## src/otc_cfg.svh

```systemverilog
/*
   Constants of the outdoor unit command handler: frame header, command
   codes, response codes, frame lengths, lockout counts and reset values.
   Assumes it is included by otc_pkg.sv and by the checker and testbench files.
*/
`ifndef OTC_CFG_SVH
`define OTC_CFG_SVH
// How it works
// Amplifier-on is E2 82 C6 plus password; password checked before acting.
// Accepted amplifier-on answers accept code and enables the output amplifier; the code enables it only while the transmitter is on.
// Bad password below five failures answers ED then F0 plus count.
// Fifth consecutive bad password answers ED FE.
// Six or more failures lock; amplifier commands then answer ED FF.
// Parity error answers E6 and nothing is executed.
// Unrecognised frame format answers E7 and nothing is executed.
// Unsupported command answers E5; set power and modulation are optional.
// Amplifier-on refused while stored password equals factory default.
// Host sends amplifier-on only when no alarm is present.
// Correct amplifier-on is acknowledged at once, readiness comes later.
// Host times readiness itself after the amplifier-on acknowledgement.
// Amplifier-off C7, no password, accepts and disables; refused when locked.
// Output amplifier is off after reset.
// Transmitter-disable CE powers transmitter down, honoured even when locked.
// Host disables transmitter in hold state, re-enables after hold ends.
// Any alarm turns the amplifier off without a command.
// Transmitter-enable CF with password powers transmitter, amplifier stays off.
// Locked device rejects CF, C8, C9 and CA with one-byte EA.
// Set power C8 plus password plus signed step byte adjusts power.
// Modulation-on C9 re-enables modulation and answers accept code.
// Modulation-off CA with password stops modulation, clean carrier results.
// Correct password clears failure count; lock holds until reset. The code keeps the count when amplifier-on is refused for the factory password.
`define OTC_BYTE_W 8
`define OTC_FRAME_MAX 5
`define OTC_HDR0 8'hE2
`define OTC_HDR1 8'h82
`define OTC_CMD_AMP_ON 8'hC6
`define OTC_CMD_AMP_OFF 8'hC7
`define OTC_CMD_SET_PWR 8'hC8
`define OTC_CMD_MOD_ON 8'hC9
`define OTC_CMD_MOD_OFF 8'hCA
`define OTC_CMD_TX_OFF 8'hCE
`define OTC_CMD_TX_ON 8'hCF
`define OTC_LEN_BARE 3'h3
`define OTC_LEN_PW 3'h4
`define OTC_LEN_PWR 3'h5
`define OTC_RSP_ACCEPT 8'hE4
`define OTC_RSP_UNSUP 8'hE5
`define OTC_RSP_PARITY 8'hE6
`define OTC_RSP_FORMAT 8'hE7
`define OTC_RSP_LOCK1 8'hEA
`define OTC_RSP_PW_HDR 8'hED
`define OTC_RSP_PW_FIFTH 8'hFE
`define OTC_RSP_PW_LOCK 8'hFF
`define OTC_RSP_PW_NIB 4'hF
`define OTC_FAIL_FIFTH 3'h5
`define OTC_FAIL_LOCK 3'h6
`define OTC_RST_AMP 1'b0
`define OTC_RST_TX_ON 1'b1
`define OTC_RST_MOD_ON 1'b1
`endif

```

## src/otc_pkg.sv

```systemverilog
/*
   Types of the outdoor unit command handler: received frame, response
   and state codes. Assumes otc_cfg.svh sits in the include path.
*/
`include "otc_cfg.svh"
package otc_pkg;
   typedef enum logic [2:0] {
      OTC_ST_IDLE = 3'b001,
      OTC_ST_EVAL = 3'b010,
      OTC_ST_REPLY = 3'b100
   } otc_state_t;

   typedef struct packed {
      logic [2:0] len;
      logic ovf;
      logic perr;
      logic [`OTC_FRAME_MAX-1:0][`OTC_BYTE_W-1:0] data;
   } otc_frame_t;

   typedef struct packed {
      logic two;
      logic [`OTC_BYTE_W-1:0] b0;
      logic [`OTC_BYTE_W-1:0] b1;
   } otc_resp_t;
endpackage

```

## src/otc_cmd_handler.sv

```systemverilog
/*
   Command interpreter of the outdoor unit transmit chain: decodes the
   operational commands framed as E2 82 cmd [password] [step], answers
   each one with a response code, and drives the amplifier, transmitter
   supply, modulation and power step outputs.
   Assumes a byte receiver on ref_clk_in that flags parity per byte and
   strobes the end of each frame; alarm pins arrive asynchronously.
*/
`timescale 1ns/1ps
module otc_cmd_handler (
   input wire logic ref_clk_in,
   input wire logic srst_in,
   input wire logic [7:0] rx_byte_in,
   input wire logic rx_valid_in,
   input wire logic rx_parity_err_in,
   input wire logic rx_frame_end_in,
   output logic [7:0] tx_byte_out,
   output logic tx_valid_out,
   input wire logic tx_ready_in,
   input wire logic [7:0] access_password_in,
   input wire logic [7:0] factory_password_in,
   input wire logic opt_power_supported_in,
   input wire logic opt_mod_supported_in,
   input wire logic synth_unlock_in,
   input wire logic supply_fault_in,
   input wire logic self_test_fail_in,
   output logic output_amplifier_on_out,
   output logic tx_power_on_out,
   output logic mod_on_out,
   output logic [7:0] power_step_adjust_out,
   output logic power_step_stb_out,
   output logic locked_out,
   output logic [2:0] fail_count_out,
   output logic alarm_out
);
   import otc_pkg::*;

   // Command byte known to this handler
   function automatic logic cmd_known(input logic [7:0] c);
      cmd_known = (c == `OTC_CMD_AMP_ON) || (c == `OTC_CMD_AMP_OFF) ||
                  (c == `OTC_CMD_SET_PWR) || (c == `OTC_CMD_MOD_ON) ||
                  (c == `OTC_CMD_MOD_OFF) || (c == `OTC_CMD_TX_OFF) ||
                  (c == `OTC_CMD_TX_ON);
   endfunction

   // Command carries a password byte after the command byte
   function automatic logic cmd_has_pw(input logic [7:0] c);
      cmd_has_pw = (c == `OTC_CMD_AMP_ON) || (c == `OTC_CMD_TX_ON) ||
                   (c == `OTC_CMD_SET_PWR) || (c == `OTC_CMD_MOD_OFF);
   endfunction

   // Full frame length expected for a known command
   function automatic logic [2:0] cmd_len(input logic [7:0] c);
      if (c == `OTC_CMD_SET_PWR) begin
         cmd_len = `OTC_LEN_PWR;
      end else if (cmd_has_pw(c)) begin
         cmd_len = `OTC_LEN_PW;
      end else begin
         cmd_len = `OTC_LEN_BARE;
      end
   endfunction

   // Amplifier commands use the two-byte lock code, the rest one byte
   function automatic logic cmd_is_amp(input logic [7:0] c);
      cmd_is_amp = (c == `OTC_CMD_AMP_ON) || (c == `OTC_CMD_AMP_OFF);
   endfunction

   // Frame collector and reply sender links
   otc_frame_t frame;
   logic frame_valid;
   logic resp_idle;

   // Sequencer and verdict of the held frame
   otc_state_t state_ff;
   otc_state_t nxt_state;
   otc_resp_t rsp;
   logic ev_accept;
   logic ev_pw_bad;
   logic [7:0] cmd;
   logic [7:0] pw;
   logic [2:0] fail_next;
   logic evaluating;

   // Alarm synchroniser, two stages
   logic [2:0] alarm_meta_ff;
   logic [2:0] alarm_sync_ff;
   logic alarm;

   // Control state seen on the output pins
   logic amp_ff;
   logic tx_on_ff;
   logic mod_ff;
   logic locked_ff;
   logic [2:0] fail_cnt_ff;
   logic [7:0] step_ff;
   logic step_stb_ff;

   // Byte collection; the frame stays put until the evaluation cycle takes it
   otc_frame_rx u_frame_rx (
      .ref_clk_in(ref_clk_in),
      .srst_in(srst_in),
      .rx_byte_in(rx_byte_in),
      .rx_valid_in(rx_valid_in),
      .rx_parity_err_in(rx_parity_err_in),
      .rx_frame_end_in(rx_frame_end_in),
      .take_in(evaluating),
      .frame_out(frame),
      .frame_valid_out(frame_valid)
   );

   // Response bytes go out under the link handshake
   otc_resp_tx u_resp_tx (
      .ref_clk_in(ref_clk_in),
      .srst_in(srst_in),
      .resp_in(rsp),
      .load_in(evaluating),
      .tx_ready_in(tx_ready_in),
      .tx_byte_out(tx_byte_out),
      .tx_valid_out(tx_valid_out),
      .idle_out(resp_idle)
   );

   // Alarm pins are asynchronous; only the second stage feeds logic
   always_ff @(posedge ref_clk_in) begin
      if (srst_in) begin
         alarm_meta_ff <= 3'h0;
         alarm_sync_ff <= 3'h0;
      end else begin
         alarm_meta_ff <= {self_test_fail_in, supply_fault_in, synth_unlock_in};
         alarm_sync_ff <= alarm_meta_ff;
      end
   end

   assign alarm = |alarm_sync_ff;

   // Sequencer: one frame is evaluated, then its reply drains before the next
   always_comb begin
      nxt_state = state_ff;
      case (state_ff)
         OTC_ST_IDLE: begin
            if (frame_valid) begin
               nxt_state = OTC_ST_EVAL;
            end
         end
         OTC_ST_EVAL: begin
            nxt_state = OTC_ST_REPLY;
         end
         OTC_ST_REPLY: begin
            if (resp_idle) begin
               nxt_state = OTC_ST_IDLE;
            end
         end
         default: begin
            nxt_state = OTC_ST_IDLE;
         end
      endcase
   end

   always_ff @(posedge ref_clk_in) begin
      if (srst_in) begin
         state_ff <= OTC_ST_IDLE;
      end else begin
         state_ff <= nxt_state;
      end
   end

   // Fields by byte position; pw only means something for password commands
   assign evaluating = (state_ff == OTC_ST_EVAL);
   assign cmd = frame.data[2];
   assign pw = frame.data[3];
   assign fail_next = fail_cnt_ff + 3'h1;

   // Verdict on the held frame; earlier checks take priority over later ones
   always_comb begin
      rsp = '0;
      ev_accept = 1'b0;
      ev_pw_bad = 1'b0;
      // A corrupt byte makes every field doubtful, so parity is judged first
      if (frame.perr) begin
         rsp.b0 = `OTC_RSP_PARITY;
      end else if (frame.ovf || (frame.len < `OTC_LEN_BARE) ||
                   (frame.data[0] != `OTC_HDR0) || (frame.data[1] != `OTC_HDR1)) begin
         rsp.b0 = `OTC_RSP_FORMAT;
      end else if (!cmd_known(cmd)) begin
         rsp.b0 = `OTC_RSP_UNSUP;
      end else if (frame.len != cmd_len(cmd)) begin
         rsp.b0 = `OTC_RSP_FORMAT;
      end else if (((cmd == `OTC_CMD_SET_PWR) && !opt_power_supported_in) ||
                   (((cmd == `OTC_CMD_MOD_ON) || (cmd == `OTC_CMD_MOD_OFF)) &&
                    !opt_mod_supported_in)) begin
         rsp.b0 = `OTC_RSP_UNSUP;
      end else if (locked_ff && (cmd != `OTC_CMD_TX_OFF)) begin
         // Transmitter-disable is the only command a locked unit obeys
         if (cmd_is_amp(cmd)) begin
            rsp.two = 1'b1;
            rsp.b0 = `OTC_RSP_PW_HDR;
            rsp.b1 = `OTC_RSP_PW_LOCK;
         end else begin
            rsp.b0 = `OTC_RSP_LOCK1;
         end
      end else if (cmd_has_pw(cmd) && (pw != access_password_in)) begin
         // Password checked before any action is taken
         ev_pw_bad = 1'b1;
         rsp.two = 1'b1;
         rsp.b0 = `OTC_RSP_PW_HDR;
         if (fail_next == `OTC_FAIL_LOCK) begin
            rsp.b1 = `OTC_RSP_PW_LOCK;
         end else if (fail_next == `OTC_FAIL_FIFTH) begin
            rsp.b1 = `OTC_RSP_PW_FIFTH;
         end else begin
            rsp.b1 = {`OTC_RSP_PW_NIB, 1'b0, fail_next};
         end
      end else if ((cmd == `OTC_CMD_AMP_ON) &&
                   (access_password_in == factory_password_in)) begin
         // Default password still in place: refused without counting a failure
         rsp.two = 1'b1;
         rsp.b0 = `OTC_RSP_PW_HDR;
         rsp.b1 = {`OTC_RSP_PW_NIB, 1'b0, fail_cnt_ff};
      end else begin
         // Acknowledged at once; amplifier settling is the host's timer
         ev_accept = 1'b1;
         rsp.b0 = `OTC_RSP_ACCEPT;
      end
   end

   // Consecutive failure count; an accepted password command clears it
   always_ff @(posedge ref_clk_in) begin
      if (srst_in) begin
         fail_cnt_ff <= 3'h0;
      end else if (evaluating && ev_pw_bad) begin
         fail_cnt_ff <= fail_next;
      end else if (evaluating && ev_accept && cmd_has_pw(cmd)) begin
         fail_cnt_ff <= 3'h0;
      end
   end

   // Lock is sticky until reset, which stands for a power cycle here
   always_ff @(posedge ref_clk_in) begin
      if (srst_in) begin
         locked_ff <= 1'b0;
      end else if (evaluating && ev_pw_bad && (fail_next == `OTC_FAIL_LOCK)) begin
         locked_ff <= 1'b1;
      end
   end

   // Output amplifier; alarms win over any command in the same cycle
   always_ff @(posedge ref_clk_in) begin
      if (srst_in) begin
         amp_ff <= `OTC_RST_AMP;
      end else if (alarm) begin
         amp_ff <= 1'b0;
      end else if (evaluating && ev_accept) begin
         if (cmd == `OTC_CMD_AMP_ON) begin
            amp_ff <= tx_on_ff;
         end else if (cmd == `OTC_CMD_AMP_OFF) begin
            amp_ff <= 1'b0;
         end else if (cmd == `OTC_CMD_TX_OFF) begin
            amp_ff <= 1'b0;
         end else if (cmd == `OTC_CMD_TX_ON) begin
            amp_ff <= 1'b0;
         end
      end
   end

   // Transmitter supply; disabling is honoured even when locked
   always_ff @(posedge ref_clk_in) begin
      if (srst_in) begin
         tx_on_ff <= `OTC_RST_TX_ON;
      end else if (evaluating && ev_accept) begin
         if (cmd == `OTC_CMD_TX_OFF) begin
            tx_on_ff <= 1'b0;
         end else if (cmd == `OTC_CMD_TX_ON) begin
            tx_on_ff <= 1'b1;
         end
      end
   end

   // Modulation; off leaves a clean carrier on the output
   always_ff @(posedge ref_clk_in) begin
      if (srst_in) begin
         mod_ff <= `OTC_RST_MOD_ON;
      end else if (evaluating && ev_accept) begin
         if (cmd == `OTC_CMD_MOD_ON) begin
            mod_ff <= 1'b1;
         end else if (cmd == `OTC_CMD_MOD_OFF) begin
            mod_ff <= 1'b0;
         end
      end
   end

   // Power step: signed count handed on with a one-cycle strobe
   // The step size in dB belongs to the analogue stage, not to this logic
   always_ff @(posedge ref_clk_in) begin
      if (srst_in) begin
         step_ff <= 8'h00;
         step_stb_ff <= 1'b0;
      end else begin
         step_stb_ff <= 1'b0;
         if (evaluating && ev_accept && (cmd == `OTC_CMD_SET_PWR)) begin
            step_ff <= frame.data[4];
            step_stb_ff <= 1'b1;
         end
      end
   end

   // Status and control outputs from flip-flops; alarm_out is the OR of the synchroniser flip-flops
   assign output_amplifier_on_out = amp_ff;
   assign tx_power_on_out = tx_on_ff;
   assign mod_on_out = mod_ff;
   assign power_step_adjust_out = step_ff;
   assign power_step_stb_out = step_stb_ff;
   assign locked_out = locked_ff;
   assign fail_count_out = fail_cnt_ff;
   assign alarm_out = alarm;
endmodule

```

## src/otc_frame_rx.sv

```systemverilog
/*
   Frame collector: gathers the bytes of one command frame until the
   frame end strobe and holds the frame until the interpreter takes it.
   Assumes byte strobes come from a receiver on the same clock.
*/
`timescale 1ns/1ps
module otc_frame_rx (
   input wire logic ref_clk_in,
   input wire logic srst_in,
   input wire logic [7:0] rx_byte_in,
   input wire logic rx_valid_in,
   input wire logic rx_parity_err_in,
   input wire logic rx_frame_end_in,
   input wire logic take_in,
   output otc_pkg::otc_frame_t frame_out,
   output logic frame_valid_out
);
   import otc_pkg::*;

   logic [`OTC_FRAME_MAX-1:0][7:0] data_ff;
   logic [2:0] cnt_ff;
   logic ovf_ff;
   logic perr_ff;
   logic held_ff;

   // Bytes arriving while a frame is held are dropped; host waits for the reply
   always_ff @(posedge ref_clk_in) begin
      if (srst_in || take_in) begin
         cnt_ff <= 3'h0;
         ovf_ff <= 1'b0;
         perr_ff <= 1'b0;
         held_ff <= 1'b0;
      end else if (!held_ff) begin
         if (rx_valid_in) begin
            if (cnt_ff < 3'(`OTC_FRAME_MAX)) begin
               data_ff[cnt_ff] <= rx_byte_in;
               cnt_ff <= cnt_ff + 3'h1;
            end else begin
               ovf_ff <= 1'b1; // Too long: reported as a format error
            end
            if (rx_parity_err_in) begin
               perr_ff <= 1'b1;
            end
         end
         if (rx_frame_end_in) begin
            held_ff <= 1'b1;
         end
      end
   end

   // Frame view, all from flip-flops
   assign frame_out = '{len: cnt_ff, ovf: ovf_ff, perr: perr_ff, data: data_ff};
   assign frame_valid_out = held_ff;
endmodule

```

## src/otc_resp_tx.sv

```systemverilog
/*
   Response sender: presents a one- or two-byte response code, one byte
   at a time, under a valid and ready handshake.
   Assumes the load strobe comes only while idle_out is high.
*/
`timescale 1ns/1ps
module otc_resp_tx (
   input wire logic ref_clk_in,
   input wire logic srst_in,
   input otc_pkg::otc_resp_t resp_in,
   input wire logic load_in,
   input wire logic tx_ready_in,
   output logic [7:0] tx_byte_out,
   output logic tx_valid_out,
   output logic idle_out
);
   import otc_pkg::*;

   logic [7:0] byte_ff;
   logic valid_ff;
   logic pend_ff;
   logic [7:0] second_ff;

   // First byte on load, second one after the first is taken
   always_ff @(posedge ref_clk_in) begin
      if (srst_in) begin
         byte_ff <= 8'h00;
         valid_ff <= 1'b0;
         pend_ff <= 1'b0;
         second_ff <= 8'h00;
      end else if (load_in) begin
         byte_ff <= resp_in.b0;
         valid_ff <= 1'b1;
         pend_ff <= resp_in.two;
         second_ff <= resp_in.b1;
      end else if (valid_ff && tx_ready_in) begin
         if (pend_ff) begin
            byte_ff <= second_ff;
            pend_ff <= 1'b0;
         end else begin
            valid_ff <= 1'b0;
         end
      end
   end

   assign tx_byte_out = byte_ff;
   assign tx_valid_out = valid_ff;
   assign idle_out = !valid_ff;
endmodule

```

## config.mk

```make
export PLATFORM = sky130hd
export DESIGN_NAME = otc_cmd_handler
export DESIGN_NICKNAME = d
export VERILOG_FILES = /design/src/otc_pkg.sv /design/src/otc_cmd_handler.sv /design/src/otc_frame_rx.sv /design/src/otc_resp_tx.sv
export VERILOG_INCLUDE_DIRS = /design/src
export SDC_FILE = /design/constraint.sdc
export NUM_CORES = 1
export LEC_CHECK = 0
export BUFFER_PORTS_ARGS = -buffer_cell sky130_fd_sc_hd__buf_2
export CORE_MARGIN = 2
export CORE_UTILIZATION = 30
export CTS_BUF_LIST = sky130_fd_sc_hd__clkbuf_2
export DETAILED_ROUTE_END_ITERATION = 10
export GPL_TIMING_DRIVEN = 0
export PLACE_DENSITY = 0.5
export REMOVE_ABC_BUFFERS = 1
export SYNTH_ARGS = -nofsm -noshare
export SYNTH_HDL_FRONTEND = slang
export SYNTH_SLANG_ARGS = --single-unit
export TNS_END_PERCENT = 30
```

## constraint.sdc

```tcl
create_clock -name ref_clk_in -period 3 [get_ports ref_clk_in]
set_clock_uncertainty 0.1 [all_clocks]
set_input_delay 0.15 -clock ref_clk_in [delete_from_list [all_inputs] [get_ports ref_clk_in]]
set_output_delay 0.15 -clock ref_clk_in [all_outputs]
set_load 0.1 [all_outputs]
```

==> results.sh <==
export IMPL_finalSetupTns_ns=0
export IMPL_status="complete, no violations"
export IMPL_timing_critical_path_fanout_max=17
export IMPL_crit_buf_inv=0
export IMPL_place_congestion=0.842
export IMPL_root_buffer="clkbuf_2"
export IMPL_grt_met3_usage=0.0353
export IMPL_drtAntennaViolNets=0
export IMPL_antenna_found_initial=0
export IMPL_synth_top_cell_area_share=0.326
export IMPL_fillerInstances=1236
export IMPL_p_per_area_nw_per_um2=431
export IMPL_critPathArrivalTime_ns=2.87
export IMPL_timing_critical_path_cells="nor2_1, nand2_1, nand2_1, or3_1, nor2_1"
export IMPL_slowest_stage="nor2_1"
export IMPL_avgRoutedWirePerCell_um=14.5
export IMPL_critPathLaunchType="flip-flop"
export IMPL_io_buffers=60
export IMPL_use_met1=0.166
export IMPL_yosys_top_cells_area="edfxtp_1 (33%), dfxtp_1 (24%), mux2i_1 (4.1%)"
export IMPL_rows=40
export IMPL_track_usage=0.133
export IMPL_h_tree_depth=3
export IMPL_die_w_um=115
export IMPL_placed_area_um2=4120
export IMPL_vias=2728
export IMPL_clkTransAtPathRegs_ns=0.23
export IMPL_period_minus_slack_ns=2.78
export IMPL_dieArea_um2=13200
export IMPL_synth_top_area_cell="edfxtp_1"
export IMPL_seq_area_frac_synth=0.564
export IMPL_core_area_um2=12000
export IMPL_min_period_over_period=0.925
export IMPL_path_class="reg -> reg"
export IMPL_slew_violations=0
export IMPL_async_flop_share=0
export IMPL_ys_ff_latch=84
export IMPL_total_leakage_power_uw=0.00164
export IMPL_fp_dieH_um=115
export IMPL_start_util=0.307
export IMPL_hp_class="in -> reg"
export IMPL_postLayoutCellArea_um2=4420
export IMPL_yosysWarnings=0
export IMPL_relSlewSlack=0.479
export IMPL_nNetsFinal=448
export IMPL_synth_area_um2=3690
export IMPL_crit_required_ns=3.10
export IMPL_cts_tree="yes"
export IMPL_avgViaCountPerCell=4.86
export IMPL_syn2layout_area_growth_pct=19.8
export IMPL_cts_made_buffers=9
export IMPL_setup_viol=0
export IMPL_place_hpwl_um=5880
export IMPL_synth_flop_cell="dfxtp_1"
export IMPL_drive_above_1_share=0.222
export IMPL_path_delay_family="simple AND/OR/NAND/NOR gates"
export IMPL_maxCapViolations=0
export IMPL_drc_errors=0
export IMPL_synth_common_cells="dfxtp_1 (44), edfxtp_1 (40), nor2_1 (31)"
export IMPL_clock_latency_ns=0.54
export IMPL_ys_types=58
export IMPL_worstMarginPinSlew_ns=0.782
export IMPL_firstDrtPassIters=4
export IMPL_critical_path_max_stage_delay_ns=0.57
export IMPL_worstSetupEndpointType="flip-flop"
export IMPL_netlist_instances=333
export IMPL_grt_pass1_wl_um=13500
export IMPL_clock_fmax_ghz=0.360
export IMPL_overflow=0
export IMPL_yosys_cell_count_top_type="dfxtp_1"
export IMPL_io_pin_count=61
export IMPL_clock_sinks=84
export IMPL_clock_path_buffers=2
export IMPL_diodes=0
export IMPL_peakVddDrop_v=0.000284
export IMPL_synth_edff_count=40
export IMPL_rsz0062_at_grt="true"
export IMPL_avgSynthCellArea_um2=11.1
export IMPL_grt_start_max_net_pins=39
export IMPL_hold_viol_final=0
export IMPL_routed_wl_um=8110
export IMPL_grt_pass1_vias=2749
export IMPL_drtIter0Drc=150
export IMPL_met2_usage=0.225
export IMPL_grt_busiest_layer="met2"
-- layout make-up --
cell class                      instances  area, µm²  share of cell area
Timing Repair Buffer                   79        483               0.109
Sequential cell                        84       2080               0.471
Clock buffer                            9       45.0              0.0102
Tap cell                              147        184              0.0416
Multi-Input combinational cell        231       1560               0.353
Inverter                                4       15.0             0.00340
Clock inverter                          7       50.0              0.0113
-- state kept, by name, indices dropped and copies added, names as in the netlist --
register and cells:
u_resp_tx.pend_ff 1, u_frame_rx.frame_out 40, locked_out 1, fail_count_out 3, power_step_stb_out 1, u_frame_rx.cnt_ff 3
tx_power_on_out 1, mod_on_out 1, u_resp_tx.tx_valid_out 1, u_resp_tx.second_ff 5, alarm_sync_ff 3, u_frame_rx.frame_valid_out 1
alarm_meta_ff 3, u_resp_tx.tx_byte_out 6, u_frame_rx.ovf_ff 1, state_ff 3, u_frame_rx.perr_ff 1, output_amplifier_on_out 1
power_step_adjust_out 8
-- per-layer routing --
metal / vias to the layer above / wire length [µm]
li1: 1373 / -
met5: - / 0
met2: 70 / 3950
met3: 9 / 329
met1: 1276 / 3720
met4: 0 / 110
-- report_power, final --
| part | switching, µW | leakage [µW] | internal [µW] |
|---|---|---|---|
| sequential | 13.9 | 0.000718 | 1220 |
| clock | 401 | 0.0000582 | 115 |
| combinational | 90.3 | 0.000863 | 64.0 |
-- path summary, 6_finish.rpt --
path,slack [ns],endpoint,cells after the start,start
worst max-delay path,0.22,u_frame_rx.frame_out[6],5,state_ff[2]
worst min-delay path,0.06,power_step_adjust_out[4],2,srst_in
worst max register to register,0.22,u_frame_rx.frame_out[6],5,state_ff[2]
worst min register to register,0.36,alarm_sync_ff[2],1,alarm_meta_ff[2]
-- stage by stage --
stage | total power (µW) | hold slack (ns) | setup slack, ns | cells | utilization
final | 1910 | 0.0591 | 0.224 | 561 | 0.368
after global routing | 1990 | 0.0304 | -0.0244 | 561 | 0.368
after CTS | 1930 | 0.0210 | 0.103 | 561 | 0.367
after detailed placement | 1400 | 0.266 | -0.263 | 527 | 0.343
after global placement | 1390 | 0.259 | -1.40 | 526 | 0.342
after floorplan | 1330 | 0.119 | -0.328 | 319 | -
-- what timing repair did --
item | 4_1_cts | 5_1_grt
resized for setup | 3 | 2
hold buffers | 16 | 0
setup buffers | 2 | 0
endpoints found under the hold margin | 53 | 0
pin swaps | 1 | 0
endpoints found under the setup margin | 24 | 16
-- layout by cell type, fill, tap and decap left out, types with 5 or more instances in the layout --
cell           netlist  layout
nor2_1              31      31
nand2b_1             5       5
a21oi_1             13      13
o21ai_0              8       8
nor2b_1             12      12
edfxtp_1            40      40
xnor2_1              9       9
dfxtp_1             44      44
nand3_1              8       8
mux2i_1             15      15
nor3_1               6       5
o21a_1               5       5
clkbuf_2             0       9
buf_2                2      60
xor2_1              11      11
nand2_1             27      27
dlygate4sd3_1        0      16
-- kinds of logic after synthesis --
family | count (synthesis) | share of synthesized area
adder cells (fa/ha/maj) | 4 | 0.0136
XOR/XNOR | 20 | 0.0475
multiplexers | 18 | 0.0499
flip-flops | 84 | 0.564
AND/OR/NAND/NOR | 134 | 0.199
AO/OA/AOI/OAI | 55 | 0.103
buffers and inverters | 18 | 0.0220
No activity file was read; power rests on OpenSTA's default activity.
